### config.mk
export PLATFORM = sky130hd
export DESIGN_NAME = cscc_top
export DESIGN_NICKNAME = d
export VERILOG_FILES = /design/src/cscc_pkg.sv /design/src/cscc_acc_if.sv /design/src/cscc_top.sv /design/src/cscc_accum.sv /design/src/cscc_seq.sv
export SDC_FILE = /design/constraint.sdc
export NUM_CORES = 1
export LEC_CHECK = 0
export ABC_AREA = 1
export CORE_ASPECT_RATIO = 2
export CORE_MARGIN = 3
export CORE_UTILIZATION = 52
export CTS_CLUSTER_DIAMETER = 100
export CTS_CLUSTER_SIZE = 20
export DETAILED_ROUTE_END_ITERATION = 6
export DONT_BUFFER_PORTS = 1
export PLACE_DENSITY = 0.67
export SLEW_MARGIN = 10
export SYNTH_ARGS = -nofsm -noshare
export SYNTH_HDL_FRONTEND = slang
export SYNTH_SLANG_ARGS = --single-unit
### constraint.sdc
create_clock -name clk_sys -period 3.5 [get_ports clk_sys]
set_clock_uncertainty 0.05 [all_clocks]
set_input_delay 0.175 -clock clk_sys [delete_from_list [all_inputs] [get_ports clk_sys]]
set_output_delay 0.175 -clock clk_sys [all_outputs]
set_load 0.05 [all_outputs]
### src/cscc_pkg.sv
// Purpose: Shared constants and types for the capacitive-sense conversion control.
// Assumes: An 8-bit special-function register bus and a 200 MHz system clock.
// Notes: Every offset, field position and reset value is named here once.
//
// How it works
// - Mask enable bit 7 off ignores both channel masks; on, masks pick scan channels.
// - Start mode 000 starts one conversion per software write of 1 to busy.
// - Mode 001 starts on timer 0 overflow, mode 010 on timer 2 overflow.
// - Mode 011 starts on timer 1 overflow, mode 100 on timer 3 overflow.
// - Mode 110 converts back to back on mux channel; 101 unused without masking.
// - Masking off, mode 111 loops continuously from first to last scan channel.
// - Masking on, mode 101 makes one pass over masked channels, then stops.
// - Masking on, mode 111 scans masked channels repeatedly without stopping.
// - Multi-channel bit 3 shorts masked channels into one node converted once.
// - Accumulate field 000, 001, 010 sums 1, 4, 8 samples per result.
// - Accumulate 011, 100, 101 sums 16, 32, 64 samples; 110, 111 reserved.
// - Configuration register resets to zero: software start, one sample, features off.
// - Busy bit reads 1 while a conversion runs, 0 otherwise.
// - Each finished conversion sets a done flag only software clears.
// - Latest 16-bit result is held as a high and low byte pair.
package cscc_pkg;

  // Register addresses on the special-function register bus.
  localparam logic [7:0] ADDR_CONFIG = 8'hAA;
  localparam logic [7:0] ADDR_CTRL = 8'hB0;
  localparam logic [7:0] ADDR_RES_LO = 8'hED;
  localparam logic [7:0] ADDR_RES_HI = 8'hEE;

  // Field positions of the configuration and control registers.
  localparam int CFG_MASK_EN_BIT = 7;
  localparam int CFG_MODE_LSB = 4;
  localparam int CFG_MCEN_BIT = 3;
  localparam int CFG_ACU_LSB = 0;
  localparam int CTRL_DONE_BIT = 5;
  localparam int CTRL_BUSY_BIT = 4;

  // Reset values.
  localparam logic [7:0] CONFIG_RESET = 8'h00;
  localparam logic [15:0] RESULT_RESET = 16'h0000;

  // Sizes of the channel set and the result.
  localparam int NUM_CH = 14;
  localparam int CH_W = 5;
  localparam int RESULT_W = 16;
  localparam int CNT_W = 7;

  // Start-of-conversion modes.
  typedef enum logic [2:0] {
    MODE_SW = 3'h0,
    MODE_TMR0 = 3'h1,
    MODE_TMR2 = 3'h2,
    MODE_TMR1 = 3'h3,
    MODE_TMR3 = 3'h4,
    MODE_SCAN_ONCE = 3'h5,
    MODE_CONT_MUX = 3'h6,
    MODE_CONT_SCAN = 3'h7
  } cscc_mode_t;

  // Samples summed per result for each accumulate code.
  function automatic logic [CNT_W-1:0] cscc_samples(input logic [2:0] code);
    logic [CNT_W-1:0] n;
    n = 7'h01;
    case (code)
      3'h1: n = 7'h04;
      3'h2: n = 7'h08;
      3'h3: n = 7'h10;
      3'h4: n = 7'h20;
      3'h5: n = 7'h40;
      default: n = 7'h01;
    endcase
    return n;
  endfunction : cscc_samples

endpackage : cscc_pkg

### src/cscc_acc_if.sv
// Purpose: Carries a conversion request and its summed result between control and accumulator.
// Assumes: Both ends run on clk_sys.
// Notes: start and done are one-cycle pulses; sum is stable after done.
`timescale 1ns/1ps
interface cscc_acc_if;
  logic start;
  logic [2:0] code;
  logic done;
  logic [cscc_pkg::RESULT_W-1:0] sum;
  modport ctrl (output start, output code, input done, input sum);
  modport acc (input start, input code, output done, output sum);
endinterface : cscc_acc_if

### src/cscc_top.sv
// Purpose: Configuration and start control of the capacitive-sense converter.
// Assumes: Register bus inputs and timer overflow pulses are synchronous to clk_sys.
// Notes: The analogue front end is outside; it takes sample_req and returns samples.
`timescale 1ns/1ps
module cscc_top (
  // Clock and reset.
  input wire logic clk_sys,
  input wire logic srst,
  // Special-function register bus.
  input wire logic [7:0] sfr_addr,
  input wire logic [7:0] sfr_wdata,
  input wire logic sfr_wr,
  input wire logic sfr_rd,
  output logic [7:0] sfr_rdata,
  // Channel selection held by neighbouring registers.
  input wire logic [7:0] channel_mask_low,
  input wire logic [5:0] channel_mask_high,
  input wire logic [4:0] input_mux_select,
  input wire logic [4:0] scan_first_channel,
  input wire logic [4:0] scan_last_channel,
  // Timer overflow pulses, index n for timer n.
  input wire logic [3:0] timer_overflow,
  // Converter front end.
  output logic sample_req,
  output logic [4:0] conv_channel,
  output logic multi_channel_short_enable,
  output logic [13:0] short_mask,
  input wire logic sample_valid,
  input wire logic [15:0] sample_data,
  // Status seen by neighbouring logic.
  output logic conversion_in_progress,
  output logic conversion_done_flag,
  output logic [7:0] result_high_byte,
  output logic [7:0] result_low_byte
);

  // Control states.
  typedef enum logic [2:0] {
    ST_IDLE = 3'b001,
    ST_RUN = 3'b010,
    ST_NEXT = 3'b100
  } cscc_state_t;

  // Controller state.
  cscc_state_t state;
  cscc_state_t next_state;

  // Configuration fields.
  logic [7:0] cap_sense_config;
  logic scan_mask_enable;
  cscc_pkg::cscc_mode_t start_mode_select;
  logic multi_enable;
  logic [2:0] accumulate_count_select;
  logic [13:0] mask_all;

  // Decoded writes and starts.
  logic wr_config;
  logic wr_ctrl;
  logic busy_write;
  logic timer_hit;
  logic start_now;
  logic mux_mode;
  logic pass_done;

  // Sequencer and accumulator controls.
  logic seq_load;
  logic seq_load_mux;
  logic seq_adv;
  logic acc_start;
  logic seq_pass_end;
  logic [4:0] seq_ch;

  // Link to the accumulator.
  cscc_acc_if acc_bus ();

  // Configuration fields.
  assign scan_mask_enable = cap_sense_config[cscc_pkg::CFG_MASK_EN_BIT];
  assign start_mode_select = cscc_pkg::cscc_mode_t'(
    cap_sense_config[cscc_pkg::CFG_MODE_LSB +: 3]);
  assign multi_enable = cap_sense_config[cscc_pkg::CFG_MCEN_BIT];
  assign accumulate_count_select = cap_sense_config[cscc_pkg::CFG_ACU_LSB +: 3];
  assign mask_all = {channel_mask_high, channel_mask_low};

  // Address decode of the two writable registers.
  assign wr_config = sfr_wr && (sfr_addr == cscc_pkg::ADDR_CONFIG);
  assign wr_ctrl = sfr_wr && (sfr_addr == cscc_pkg::ADDR_CTRL);
  assign busy_write = wr_ctrl && sfr_wdata[cscc_pkg::CTRL_BUSY_BIT];

  // Configuration register; every field is writable.
  // Reserved codes are kept as written.
  always_ff @(posedge clk_sys) begin
    if (srst) begin
      cap_sense_config <= cscc_pkg::CONFIG_RESET;
    end else if (wr_config) begin
      cap_sense_config <= sfr_wdata;
    end
  end

  // Overflow source picked by the start mode; the codes do not follow timer numbers.
  // Other overflows are simply not seen.
  always_comb begin
    timer_hit = 1'b0;
    case (start_mode_select)
      cscc_pkg::MODE_TMR0: timer_hit = timer_overflow[0];
      cscc_pkg::MODE_TMR2: timer_hit = timer_overflow[2];
      cscc_pkg::MODE_TMR1: timer_hit = timer_overflow[1];
      cscc_pkg::MODE_TMR3: timer_hit = timer_overflow[3];
      default: timer_hit = 1'b0;
    endcase
  end

  // Start condition while idle; mode 101 without masking never starts.
  // Timer modes fall to the default branch.
  always_comb begin
    start_now = 1'b0;
    case (start_mode_select)
      cscc_pkg::MODE_SW: start_now = busy_write;
      cscc_pkg::MODE_SCAN_ONCE: start_now = busy_write && scan_mask_enable;
      cscc_pkg::MODE_CONT_MUX: start_now = busy_write;
      cscc_pkg::MODE_CONT_SCAN: start_now = busy_write;
      default: start_now = timer_hit;
    endcase
  end

  // Single-channel modes take the channel straight from the input mux selection.
  assign mux_mode = (start_mode_select != cscc_pkg::MODE_SCAN_ONCE)
    && (start_mode_select != cscc_pkg::MODE_CONT_SCAN);

  // A shorted node is one input, so a scan pass is a single conversion.
  assign pass_done = seq_pass_end || multi_enable;

  // Next-state and step decisions.
  // NEXT is a one-cycle turn: the mode is read again there,
  // so a continuous run ends at a conversion boundary.
  always_comb begin
    next_state = state;
    seq_load = 1'b0;
    seq_load_mux = mux_mode;
    seq_adv = 1'b0;
    acc_start = 1'b0;
    unique case (state)
      // Idle: wait for a start.
      ST_IDLE: begin
        if (start_now) begin
          seq_load = 1'b1;
          acc_start = 1'b1;
          next_state = ST_RUN;
        end
      end

      ST_RUN: begin
        // Triggers here are dropped, so a running conversion is never restarted.
        if (acc_bus.done) begin
          next_state = ST_NEXT;
        end
      end

      // Turn: the mode picks what follows.
      ST_NEXT: begin
        next_state = ST_IDLE;
        case (start_mode_select)
          // Same channel again.
          cscc_pkg::MODE_CONT_MUX: begin
            seq_load = 1'b1;
            acc_start = 1'b1;
            next_state = ST_RUN;
          end

          // Next masked channel, or stop.
          cscc_pkg::MODE_SCAN_ONCE: begin
            if (scan_mask_enable && !pass_done) begin
              seq_adv = 1'b1;
              acc_start = 1'b1;
              next_state = ST_RUN;
            end
          end

          // Wrap or step to the next channel.
          cscc_pkg::MODE_CONT_SCAN: begin
            seq_load = pass_done;
            seq_adv = !pass_done;
            acc_start = 1'b1;
            next_state = ST_RUN;
          end
          default: next_state = ST_IDLE;
        endcase
      end
    endcase
  end

  // State register.
  // One-hot codes make each state one bit.
  always_ff @(posedge clk_sys) begin
    if (srst) begin
      state <= ST_IDLE;
    end else begin
      state <= next_state;
    end
  end

  // Busy covers the whole run, including the turn between back-to-back conversions.
  // It follows next_state so it rises with sample_req.
  always_ff @(posedge clk_sys) begin
    if (srst) begin
      conversion_in_progress <= 1'b0;
    end else begin
      conversion_in_progress <= (next_state != ST_IDLE);
    end
  end

  // Done flag: a completion in the cycle of a clearing write still sets it.
  // Only software writes can clear it.
  always_ff @(posedge clk_sys) begin
    if (srst) begin
      conversion_done_flag <= 1'b0;
    end else if (acc_bus.done) begin
      conversion_done_flag <= 1'b1;
    end else if (wr_ctrl) begin
      conversion_done_flag <= sfr_wdata[cscc_pkg::CTRL_DONE_BIT];
    end
  end

  // Result pair, replaced only when a conversion completes.
  // No read latch: read both bytes while idle.
  always_ff @(posedge clk_sys) begin
    if (srst) begin
      result_high_byte <= cscc_pkg::RESULT_RESET[15:8];
      result_low_byte <= cscc_pkg::RESULT_RESET[7:0];
    end else if (acc_bus.done) begin
      result_high_byte <= acc_bus.sum[15:8];
      result_low_byte <= acc_bus.sum[7:0];
    end
  end

  // Shorting control; the masks have no effect while masking is off.
  // Masking off forces an empty set.
  always_ff @(posedge clk_sys) begin
    if (srst) begin
      multi_channel_short_enable <= 1'b0;
      short_mask <= '0;
    end else begin
      multi_channel_short_enable <= multi_enable;
      short_mask <= (multi_enable && scan_mask_enable) ? mask_all : 14'h0000;
    end
  end

  // Read data, registered one cycle after the strobe; unmapped addresses read zero.
  always_ff @(posedge clk_sys) begin
    if (srst) begin
      sfr_rdata <= 8'h00;
    end else if (sfr_rd) begin
      case (sfr_addr)
        cscc_pkg::ADDR_CONFIG: sfr_rdata <= cap_sense_config;
        // Only the done and busy bits exist here.
        cscc_pkg::ADDR_CTRL: begin
          sfr_rdata <= 8'h00;
          sfr_rdata[cscc_pkg::CTRL_DONE_BIT] <= conversion_done_flag;
          sfr_rdata[cscc_pkg::CTRL_BUSY_BIT] <= conversion_in_progress;
        end
        cscc_pkg::ADDR_RES_LO: sfr_rdata <= result_low_byte;
        cscc_pkg::ADDR_RES_HI: sfr_rdata <= result_high_byte;
        default: sfr_rdata <= 8'h00;
      endcase
    end
  end

  // Accumulator request; the code is sampled with the start pulse.
  assign acc_bus.start = acc_start;
  assign acc_bus.code = accumulate_count_select;

  // Channel stepping; the channel register changes on the same edge as sample_req.
  // Load and advance never coincide.
  cscc_seq #(
    .NUM_CH(cscc_pkg::NUM_CH),
    .CH_W(cscc_pkg::CH_W)
  ) u_seq (
    .clk_sys(clk_sys),
    .srst(srst),
    .load(seq_load),
    .load_mux(seq_load_mux),
    .advance(seq_adv),
    .mask_en(scan_mask_enable),
    .mask(mask_all),
    .first(scan_first_channel),
    .last(scan_last_channel),
    .mux(input_mux_select),
    .ch(seq_ch),
    .pass_end(seq_pass_end)
  );

  // Sample summing.
  cscc_accum u_accum (
    .clk_sys(clk_sys),
    .srst(srst),
    .acc(acc_bus.acc),
    .sample_req(sample_req),
    .sample_valid(sample_valid),
    .sample_data(sample_data)
  );

  // The channel comes straight from the sequencer's register.
  assign conv_channel = seq_ch;

endmodule : cscc_top

### src/cscc_accum.sv
// Purpose: Requests samples from the converter and sums them into one result.
// Assumes: The converter answers each sample_req with one sample_valid pulse.
// Notes: The sum saturates at full scale instead of wrapping.
`timescale 1ns/1ps
module cscc_accum (
  // Clock and reset.
  input wire logic clk_sys,
  input wire logic srst,
  // Control side.
  cscc_acc_if.acc acc,
  // Converter side.
  output logic sample_req,
  input wire logic sample_valid,
  input wire logic [cscc_pkg::RESULT_W-1:0] sample_data
);

  logic [cscc_pkg::CNT_W-1:0] remaining;
  logic [cscc_pkg::RESULT_W:0] wide;

  // One bit of headroom detects overflow of the running sum.
  always_comb begin
    wide = {1'b0, acc.sum} + {1'b0, sample_data};
  end

  // Running sum and samples still owed; 64 full-scale samples would wrap, so saturate.
  always_ff @(posedge clk_sys) begin
    if (srst) begin
      acc.sum <= cscc_pkg::RESULT_RESET;
      remaining <= '0;
    end else if (acc.start) begin
      acc.sum <= cscc_pkg::RESULT_RESET;
      remaining <= cscc_pkg::cscc_samples(acc.code);
    end else if (sample_valid && remaining != '0) begin
      acc.sum <= wide[cscc_pkg::RESULT_W] ? 16'hFFFF : wide[cscc_pkg::RESULT_W-1:0];
      remaining <= remaining - 7'h01;
    end
  end

  // Sample requests and the closing done pulse.
  always_ff @(posedge clk_sys) begin
    if (srst) begin
      sample_req <= 1'b0;
      acc.done <= 1'b0;
    end else begin
      sample_req <= acc.start;
      acc.done <= 1'b0;
      if (sample_valid && remaining != '0) begin
        if (remaining == 7'h01) begin
          acc.done <= 1'b1;
        end else begin
          sample_req <= 1'b1;
        end
      end
    end
  end

endmodule : cscc_accum

### src/cscc_seq.sv
// Purpose: Holds the channel under conversion and steps it through a range or mask.
// Assumes: load and advance never arrive in the same cycle.
// Notes: pass_end is combinational and marks the last channel of the pass.
`timescale 1ns/1ps
module cscc_seq #(
  parameter int NUM_CH = 14,
  parameter int CH_W = 5
) (
  // Clock and reset.
  input wire logic clk_sys,
  input wire logic srst,
  // Stepping control.
  input wire logic load,
  input wire logic load_mux,
  input wire logic advance,
  // Channel selection sources.
  input wire logic mask_en,
  input wire logic [NUM_CH-1:0] mask,
  input wire logic [CH_W-1:0] first,
  input wire logic [CH_W-1:0] last,
  input wire logic [CH_W-1:0] mux,
  // Current channel.
  output logic [CH_W-1:0] ch,
  output logic pass_end
);

  logic [CH_W-1:0] lowest;
  logic [CH_W-1:0] above;
  logic any_above;

  // Lowest masked channel, and lowest masked channel above the current one.
  always_comb begin
    lowest = '0;
    above = '0;
    any_above = 1'b0;
    for (int i = NUM_CH - 1; i >= 0; i--) begin
      if (mask[i]) begin
        lowest = CH_W'(i);
      end
      if (mask[i] && CH_W'(i) > ch) begin
        above = CH_W'(i);
        any_above = 1'b1;
      end
    end
    pass_end = mask_en ? !any_above : (ch >= last);
  end

  // Channel register; the mask is consulted only while masking is on.
  always_ff @(posedge clk_sys) begin
    if (srst) begin
      ch <= '0;
    end else if (load) begin
      ch <= load_mux ? mux : (mask_en ? lowest : first);
    end else if (advance) begin
      ch <= mask_en ? above : CH_W'(ch + 1'b1);
    end
  end

endmodule : cscc_seq

==> results.txt, run 1 <==
Outcome = finished clean
Internal = 2186 uW
Sequential-to-total area share from yosys stat = 0.3322
Final wirelength = 15590 um
Gr ovfl total = 0
Fin crit share = 0.7881
Static Leak = 0.002450 uW
Clk slew on worst S/H paths = 70 ps
Non-filler cells, final = 849
First-pass GRT wire length = 24290 um
Post-synthesis async set-or-reset flop share = 0
Achievable frequency = 362.6 MHz
Yosys top cell area share = 0.3322
Startpoint Class = flip-flop
Combinational power share = 0.367
Antenna violation net count after detailed routing = 0
Num rows = 49
Clk sinks = 82
Worst EP required = 3710 ps
Sw Pwr = 1406 uW
Overall Power = 3592 uW
Total negative slack = 0 ps
Ant diodes = 0
CTS tree = built
H-tree depth = 3
Post-DP HPWL = 11810 um
Post-synth top area cell = dfxtp_1
Initial cell density of the core = 0.5410
Gr usage total = 0.2995
Layout cell share with drive strength beyond 1 = 0.06560
Synth Flop Type = dfxtp_1
Nets@finish = 839
TritonRoute pass-1 iters = 5
Root buf cell = clkbuf_16
Via count = 4982
P per Cell Area = 644.7 nW/um2
Final WS setup = 741.8 ps
Ys Warns = 0
Dpl ws = 770.2 ps
Slew Limit Fails = 0
Max IR drop VDD = 0.4808 mV
TritonCTS Buffers = 9
Die H = 143.9 um
Largest net degree at the start of global routing = 36
Gate Count Post-Synth = 720
Die width = 74.94 um
Via-to-Cell Ratio = 5.868
DIE AREA = 10780 um2
Placed cell count = 810
IO Pins = 117
CTS resizes = 0
Post-synthesis cell type count = 48
Sw Share = 0.3916
# setup viols final = 0
Clock power share = 0.273
Measured slew at the worst slew-check pin = 1149 ps
Clock Path Buffers = 2
Mapped Area = 4942 um2
Hold/Removal Path Class = primary input to flip-flop
IO buf count = 0
Fillers = 831
Clk Latency, worst-skew pair = 350 ps
Ranking of synthesized cells by area = dfxtp_1, nand2_1, a21oi_1, inv_1, ha_1
Worst path arrival time = 2970 ps
Routed wire per std cell = 18.37 um
Type of the worst setup path = flip-flop to flip-flop
DR DRC count = 0
Unrepaired setup endpoints after global routing = false
Syn Area/Cell = 6.864 um2
Fin. Hold Viols = 0
EDFF count, synth = 0
Maxcap violations = 0
Synth Register Bits = 82
Core Area = 9135 um2
Flop pwr share = 0.360
Vias in the first global route = 4901
Worst Setup End Kind = flip-flop
First DRT Iteration DRCs = 278
Min Tclk post-route = 2758 ps
Critical-path maximum fanout = 22
Routability Congestion = 0.9475
Syn-to-layout area delta = 12.73%
Syn Nets = 817
Antenna violations before repair = 0
Max-slew headroom = 0.2318
-- logic make-up after synthesis --
logic type	after synthesis	share of synthesized area
AOI/OAI and AO/OA	191	0.2223
xor gates and xnor gates	16	0.02836
adders and majority gates	27	0.06987
buffers and inverters	120	0.09823
DFF	82	0.3322
and+or+nand+nor	284	0.2491
-- timing repair --
action | 4_1_cts | 5_1_grt
hold buffers | 23 | 0
endpoints found under the hold margin | 46 | 0
setup buffers | 0 | 0
-- cells in the mapped netlist (3+ instances only) --
cell type  instances
a21oi_1           82
inv_2              3
nand3b_1           3
nand3_1           25
nand2_2            3
a21o_1             3
o221ai_1           7
o31ai_1            4
nor3_1            18
ha_1              26
o211ai_1          10
xnor2_1            8
a211oi_1           3
o311ai_0           3
nand4_1            9
o21ai_0           54
nor2_1            77
o22ai_1            3
dfxtp_1           82
nor4_1             3
buf_6              4
clkbuf_1          16
or2_2              3
nand2_1          134
a31oi_1           10
xor2_1             8
inv_1             91
-- layer usage --
layer	track usage	routed length [um]	vias up
li1	-	-	2466
met1	0.2734	5066	2287
met2	0.5501	8575	169
met3	0.09454	1094	60
met4	0.1745	858	0
met5	0	0	-
-- power groups by stage --
stage               registers, uW  logic (uW)  clock network [uW]
detailed placement           1310        1280                   0
global placement             1310        1260                   0
finish                       1290        1320                 982
floorplan                    1260        1040                   0
CTS                          1290        1320                 995
global route                 1320        1520                1030
-- metrics by stage --
stage / utilization / hold WS (ps) / area (um2)
CTS: 0.6099 / 6.531 / 5572
floorplan: - / 237.2 / 4942
global route: 0.6099 / 16.07 / 5572
global placement: 0.5510 / 200.9 / 5034
finish: 0.6099 / 19.49 / 5572
detailed placement: 0.5510 / 201.2 / 5034
-- cells in the final DEF, fill, tap and decap left out, types with 4 or more instances in the layout --
cell,n
buf_4,11
ha_1,26
nand3_1,25
o21ai_0,54
dlygate4sd3_1,23
xnor2_1,8
a31oi_1,10
nand4_1,9
o31ai_1,4
o211ai_1,10
xor2_1,8
o221ai_1,7
dfxtp_1,82
a21oi_1,82
nor3_1,18
inv_1,91
clkbuf_16,9
nor2_1,77
nand2_1,134
-- state kept, by name (all words and copies together) (netlist names), 3 cells and up --
| name | flops |
|---|---|
| result_high_byte | 8 |
| u_accum.remaining | 7 |
| u_seq.ch | 5 |
| sfr_rdata | 8 |
| result_low_byte | 8 |
| short_mask | 14 |
| u_accum.acc.sum | 16 |
| cap_sense_config | 8 |
| state | 3 |
-- area by class of cell --
| type | count | area, um2 | area share |
|---|---|---|---|
| well taps | 102 | 127.6 | 0.02291 |
| repair buffers | 34 | 312.8 | 0.05614 |
| clock buffers | 9 | 225.2 | 0.04042 |
| clock inverters | 7 | 82.58 | 0.01482 |
| multi-input cells | 518 | 2815 | 0.5053 |
| flip-flops and latches | 82 | 1642 | 0.2946 |
| inverters | 97 | 366.6 | 0.06580 |
-- final timing paths --
path              depth (start not counted)  slack, ps                 end                 from
hold / removal                            2         20       short_mask[4]  channel_mask_low[4]
hold reg to reg                           2        440  result_low_byte[0]   u_accum.acc.sum[0]
setup / recovery                         11        740  u_accum.acc.sum[0]          u_seq.ch[2]
setup reg to reg                         11        740  u_accum.acc.sum[0]          u_seq.ch[2]
-- worst max-delay path, stage by stage, from the launching register on --
cell      delay, ps
dfxtp_1         640
ha_1            360
a21oi_1         140
o21a_1          120
o311ai_0        160
a21oi_1         210
nand3_1         110
nand2_2         100
nand3_4         110
inv_4           210
nand2_2         220
a211oi_1        240
Note: power is estimated with default switching activity, not from simulation.
==> run 2, diff against run 1 <==
PLACE_DENSITY = 0.7   (was 0.67)
clock period = 2.51 ns   (was 3.5 ns; I/O delays follow)
==> results.txt, run 2 (synthesized netlist as in run 1, its figures left out) <==
Outcome = finished clean
Worst r2r src = u_seq.ch[2]
Non-filler cells, final = 872
Vias in the first global route = 5251
Clk Latency, worst-skew pair = 340 ps
Critical-path maximum fanout = 5
Final WS setup = 129.6 ps
Slowest cell on crit path = dfxtp_2
Clock Path Buffers = 2
Post-DP HPWL = 12270 um
Num rows = 49
Routability Congestion = 0.9292
Static Leak = 0.002572 uW
Final wirelength = 16560 um
DIE AREA = 10780 um2
First-pass GRT wire length = 25940 um
Placed cell count = 829
Slew Limit Fails = 0
Initial cell density of the core = 0.5410
IO Pins = 117
Total negative slack = 0 ps
Antenna violations before repair = 1
CTS tree = built
Fin. Hold Viols = 0
Ordered list of cells on the worst path = ha_1, a21oi_1, o21a_1, o311ai_0, buf_4, a21oi_2, nand3_1, nand2_2, nand2_2, buf_4, a21oi_1, nand2_1, nand2_1, a21oi_1
Via count = 5208
Clk slew on worst S/H paths = 60 ps
Cells on worst reg2reg path = 14
Gr ovfl total = 0
Largest net degree at the start of global routing = 30
Fin crit share = 0.9484
Measured slew at the worst slew-check pin = 1068 ps
P per Cell Area = 880.1 nW/um2
Die width = 74.94 um
Hold/Removal Path Class = primary input to flip-flop
Via-to-Cell Ratio = 5.972
Worst path arrival time = 2510 ps
Gr usage total = 0.3218
Antenna violation net count after detailed routing = 0
Worst Setup End Kind = flip-flop
# setup viols final = 0
Maxcap violations = 0
DR DRC count = 0
Clk sinks = 82
Number of flip-flops under the largest register name = 16
Core Area = 9135 um2
First DRT Iteration DRCs = 275
Hold_sp = sfr_rd
CP most frequent cell = a21oi_1
Nets@finish = 860
Root buf cell = clkbuf_16
Slowest cell delay on critical path = 330 ps
Syn-to-layout area delta = 18.78%
Dpl ws = -102.8 ps
Most frequent cells in the layout = nand2_1, inv_1, nor2_1, a21oi_1, dfxtp_1
CP startpoint = u_seq.ch[2]
TritonRoute pass-1 iters = 5
Achievable frequency = 420.1 MHz
Worst EP required = 2640 ps
Layout cell share with drive strength beyond 1 = 0.1276
Die H = 143.9 um
Hold depth = 3
H-tree depth = 3
Min Tclk post-route = 2380 ps
Reg with most FFs = u_accum.acc.sum
Routed wire per std cell = 18.99 um
Max-slew headroom = 0.2855
Startpoint Class = flip-flop
IO buf count = 0
Type of the worst setup path = flip-flop to flip-flop
Top Registers = u_accum.acc.sum (16), short_mask (14)
TritonCTS Buffers = 9
Commonest non-fill, non-tap cell in the layout = nand2_1
Max IR drop VDD = 0.6979 mV
Unrepaired setup endpoints after global routing = true
==> run 2: worst max-delay path: cells and delay by family (launching register included) <==
family | cells | cell delay [ps]
flops | 1 | 330
simple gates | 5 | 470
compound gates | 6 | 730
fa+ha+maj | 1 | 310
buf+inv | 2 | 320
==> run 2: final cells by class <==
| class | instances | area [um2] |
|---|---|---|
| Tap cell | 102 | 127.6 |
| Multi-Input combinational cell | 518 | 2937 |
| Antenna cell | 2 | 5.005 |
| Inverter | 97 | 379.1 |
| Sequential cell | 82 | 1649 |
| Clock inverter | 5 | 37.54 |
| Timing Repair Buffer | 55 | 493.0 |
| Clock buffer | 11 | 242.7 |
| Fill cell | 866 | 3264 |
==> run 2: report_power, final <==
group / total [uW] / switching, uW / internal (uW)
clock: 1240 / 544 / 700
combinational: 2110 / 1190 / 917
sequential: 1820 / 299 / 1520
==> run 2: path summary, 6_finish.rpt <==
kind | to | slack [ps]
hold / removal | sfr_rdata[3] | 20
setup reg to reg | u_seq.ch[0] | 130
setup / recovery | u_seq.ch[0] | 130
hold reg to reg | result_low_byte[0] | 430
==> run 2: through the flow <==
stage	hold slack (ps)	utilization	instance area [um2]	power, uW
6_report	23.38	0.6427	5871	5167
5_1_grt	61.02	0.6427	5871	5554
4_1_cts	11.90	0.6258	5717	5053
3_5_place_dp	151.6	0.5680	5189	3760
3_3_place_gp	150.7	0.5680	5189	3709
2_1_floorplan	187.7	-	4942	3197
==> run 2: layer usage <==
layer  up-vias  track usage  routed length (um)
li1       2510            -                   -
met5         -            0                   0
met1      2389       0.3002                5110
met3        75      0.09594                1309
met2       234       0.5787                9005
met4         0       0.2073                1130
==> run 2: repair_timing <==
action,CTS,global route
endpoints found under the hold margin,49,0
hold buffers,24,0
endpoints found under the setup margin,19,30
pin swaps,0,4
resized for setup,3,38
buffers inserted,0,1
==> run 3, diff against run 2 <==
--- a/config.mk
+++ b/config.mk
@@ -6,5 +6,4 @@
 export NUM_CORES = 1
 export LEC_CHECK = 0
-export ABC_AREA = 1
 export CORE_ASPECT_RATIO = 2
 export CORE_MARGIN = 3
==> constraint.sdc (replaced) <==
create_clock -name clk_sys -period 2.51 [get_ports clk_sys]
set_clock_uncertainty 0.05 [all_clocks]
set_input_delay 0.3765 -clock clk_sys [delete_from_list [all_inputs] [get_ports clk_sys]]
set_output_delay 0.3765 -clock clk_sys [all_outputs]
set_load 0.05 [all_outputs]
==> results.txt, run 3 <==
Outcome = finished with violations
Failing checks = design-rule violations, negative setup slack
Final WS setup = -117.2 ps
Type of the worst setup path = flip-flop to flip-flop
Most common cell in the netlist = dfxtp_1
Measured slew at the worst slew-check pin = 788.7 ps
Ranking of synthesized cells by area = dfxtp_1, ha_1, a21oi_1, nor2_1, mux2i_1
Clock power share = 0.313
IO buf count = 0
Combinational power share = 0.340
Layout cell share with drive strength beyond 1 = 0.2385
Post-DP HPWL = 13350 um
Maxcap violations = 0
Gate Count Post-Synth = 575
Most frequent cells in the layout = dfxtp_1, buf_4, nor2_1, a21oi_1, nand2_1
Ys Warns = 0
Via-to-Cell Ratio = 6.693
Routed wire per std cell = 24.24 um
Reg with most FFs = u_accum.acc.sum
Hold/Removal Path Class = primary input to flip-flop
Clk slew on worst S/H paths = 60 ps
TritonCTS Buffers = 9
# setup viols final = 22
Num rows = 49
CP most frequent cell = or4_4
Slowest cell delay on critical path = 540 ps
Root buf cell = clkbuf_16
Worst Setup End Kind = flip-flop
Die H = 143.6 um
Antenna violation net count after detailed routing = 0
Final wirelength = 17820 um
Largest net degree at the start of global routing = 50
Syn Area/Cell = 8.567 um2
Critical path's top delay family = simple AND/OR/NAND/NOR gates
Critical-path maximum fanout = 4
Sequential-to-total area share from yosys stat = 0.3332
Sw Pwr = 1569 uW
Clk sinks = 82
Routability Congestion = 0.9231
Yosys top cell area share = 0.3332
Max IR drop VDD = 0.6394 mV
Number of flip-flops under the largest register name = 16
Post-synthesis cell type count = 83
Sw Share = 0.3310
Worst EP required = 2710 ps
Initial cell density of the core = 0.5392
Finished Cell Area = 6045 um2
TritonRoute pass-1 iters = 7
Antenna violations before repair = 0
Ordered list of cells on the worst path = inv_6, ha_4, a21oi_2, o211ai_1, nand3_2, or4_4, and3_4, or4_4, o221ai_2
Fillers = 752
Top Registers = u_accum.acc.sum (16), short_mask (14)
Fin crit share = 1.047
Via count = 4919
Die width = 74.82 um
Fin. Hold Viols = 0
Worst path arrival time = 2830 ps
DR DRC count = 5
Min Hold Slack = 60.04 ps
WP buf/inv = 1
Internal = 3170 uW
Post-synth top cells = dfxtp_1, nor2_1, a21oi_1
Core Area = 9135 um2
First-pass GRT wire length = 27010 um
Unrepaired setup endpoints after global routing = true
IO Pins = 117
Gr usage total = 0.3447
Nets@finish = 726
Commonest non-fill, non-tap cell in the layout = dfxtp_1
Placed cell count = 709
Syn Nets = 672
Clock Path Buffers = 2
Synth Flop Type = dfxtp_1
Total negative slack = -707.9 ps
DIE AREA = 10750 um2
Synth Register Bits = 82
Achievable frequency = 380.6 MHz
Static Leak = 0.002389 uW
CTS tree = built
Syn-to-layout area delta = 22.71%
EDFF count, synth = 0
Mapped Area = 4926 um2
Non-filler cells, final = 735
Flop pwr share = 0.347
Post-synth top area cell = dfxtp_1
Max-slew headroom = 0.4731
First DRT Iteration DRCs = 303
Slew Limit Fails = 0
DP Area = 5456 um2
H-tree depth = 3
Vias in the first global route = 5114
Ant diodes = 0
Startpoint Class = flip-flop
Slowest cell on crit path = or4_4
Clk Latency, worst-skew pair = 340 ps
P per Cell Area = 784.0 nW/um2
Min Tclk post-route = 2627 ps
Gr ovfl total = 0
Post-synthesis async set-or-reset flop share = 0
[run 3: path summary, 6_finish.rpt]
kind | from | endpoint | slack (ps) | depth (start not counted)
max | u_seq.ch[0] | u_seq.ch[1] | -120 | 9
min | srst | cap_sense_config[6] | 60 | 1
max reg2reg | u_seq.ch[0] | u_seq.ch[1] | -120 | 9
min reg2reg | cap_sense_config[3] | cap_sense_config[3] | 460 | 2
[run 3: power groups by stage]
| stage | Clock, uW | Combinational [uW] | Sequential (uW) |
|---|---|---|---|
| 6_report | 1480 | 1610 | 1650 |
| 4_1_cts | 1480 | 1500 | 1640 |
| 3_3_place_gp | 0 | 1390 | 1660 |
| 2_1_floorplan | 0 | 1140 | 1620 |
| 3_5_place_dp | 0 | 1450 | 1670 |
| 5_1_grt | 1550 | 1780 | 1670 |
[run 3: cell type report]
class                   count  area [um2]  area share
multi-input cells         440        3284      0.5434
clock buffers              12       267.8     0.04430
well taps                 102       127.6     0.02111
inverters                  28       112.6     0.01863
clock inverters             3       68.82     0.01138
flip-flops and latches     82        1658      0.2743
repair buffers             68       525.5     0.08694
[run 3: routing by layer]
metal | vias up | global-route usage | routed length (um)
met4 | 0 | 0.2683 | 1555
li1 | 2272 | - | -
met3 | 96 | 0.1359 | 1437
met1 | 2317 | 0.2865 | 5171
met2 | 234 | 0.6122 | 9654
met5 | - | 0 | 0
[run 3: cell families (layout without fill, tap and decap cells)]
family / after synthesis / after routing / synth area share
multiplexers: 19 / 19 / 0.03886
buffers and inverters: 56 / 111 / 0.04673
AO/OA/AOI/OAI: 171 / 174 / 0.2604
flip-flops: 82 / 82 / 0.3332
adder cells (fa/ha/maj): 27 / 27 / 0.07010
XOR/XNOR: 16 / 16 / 0.02845
AND/OR/NAND/NOR: 204 / 204 / 0.2223
[run 3: what timing repair did]
item / 4_1_cts / 5_1_grt
gates cloned: 2 / 1
pin swaps: 12 / 13
setup endpoints to repair: 30 / 31
hold buffers: 0 / 0
gates resized for setup: 21 / 14
setup buffers: 8 / 0
[run 3: worst register-to-register path: cells and delay by family, from the launching register on]
family,cells,cell delay [ps]
buffers and inverters,1,70
DFF,1,360
and+or+nand+nor,4,1420
AOI/OAI and AO/OA,3,490
adders and majority gates,1,140
[run 3: through the flow]
step / util / total power [uW] / worst slack, ps
after CTS: 0.6537 / 4621 / -63.15
after global routing: 0.6617 / 5000 / -213.7
after detailed placement: 0.5973 / 3121 / -157.5
after global placement: 0.5973 / 3050 / -171.3
final: 0.6617 / 4739 / -117.2
after floorplan: - / 2762 / -127.6
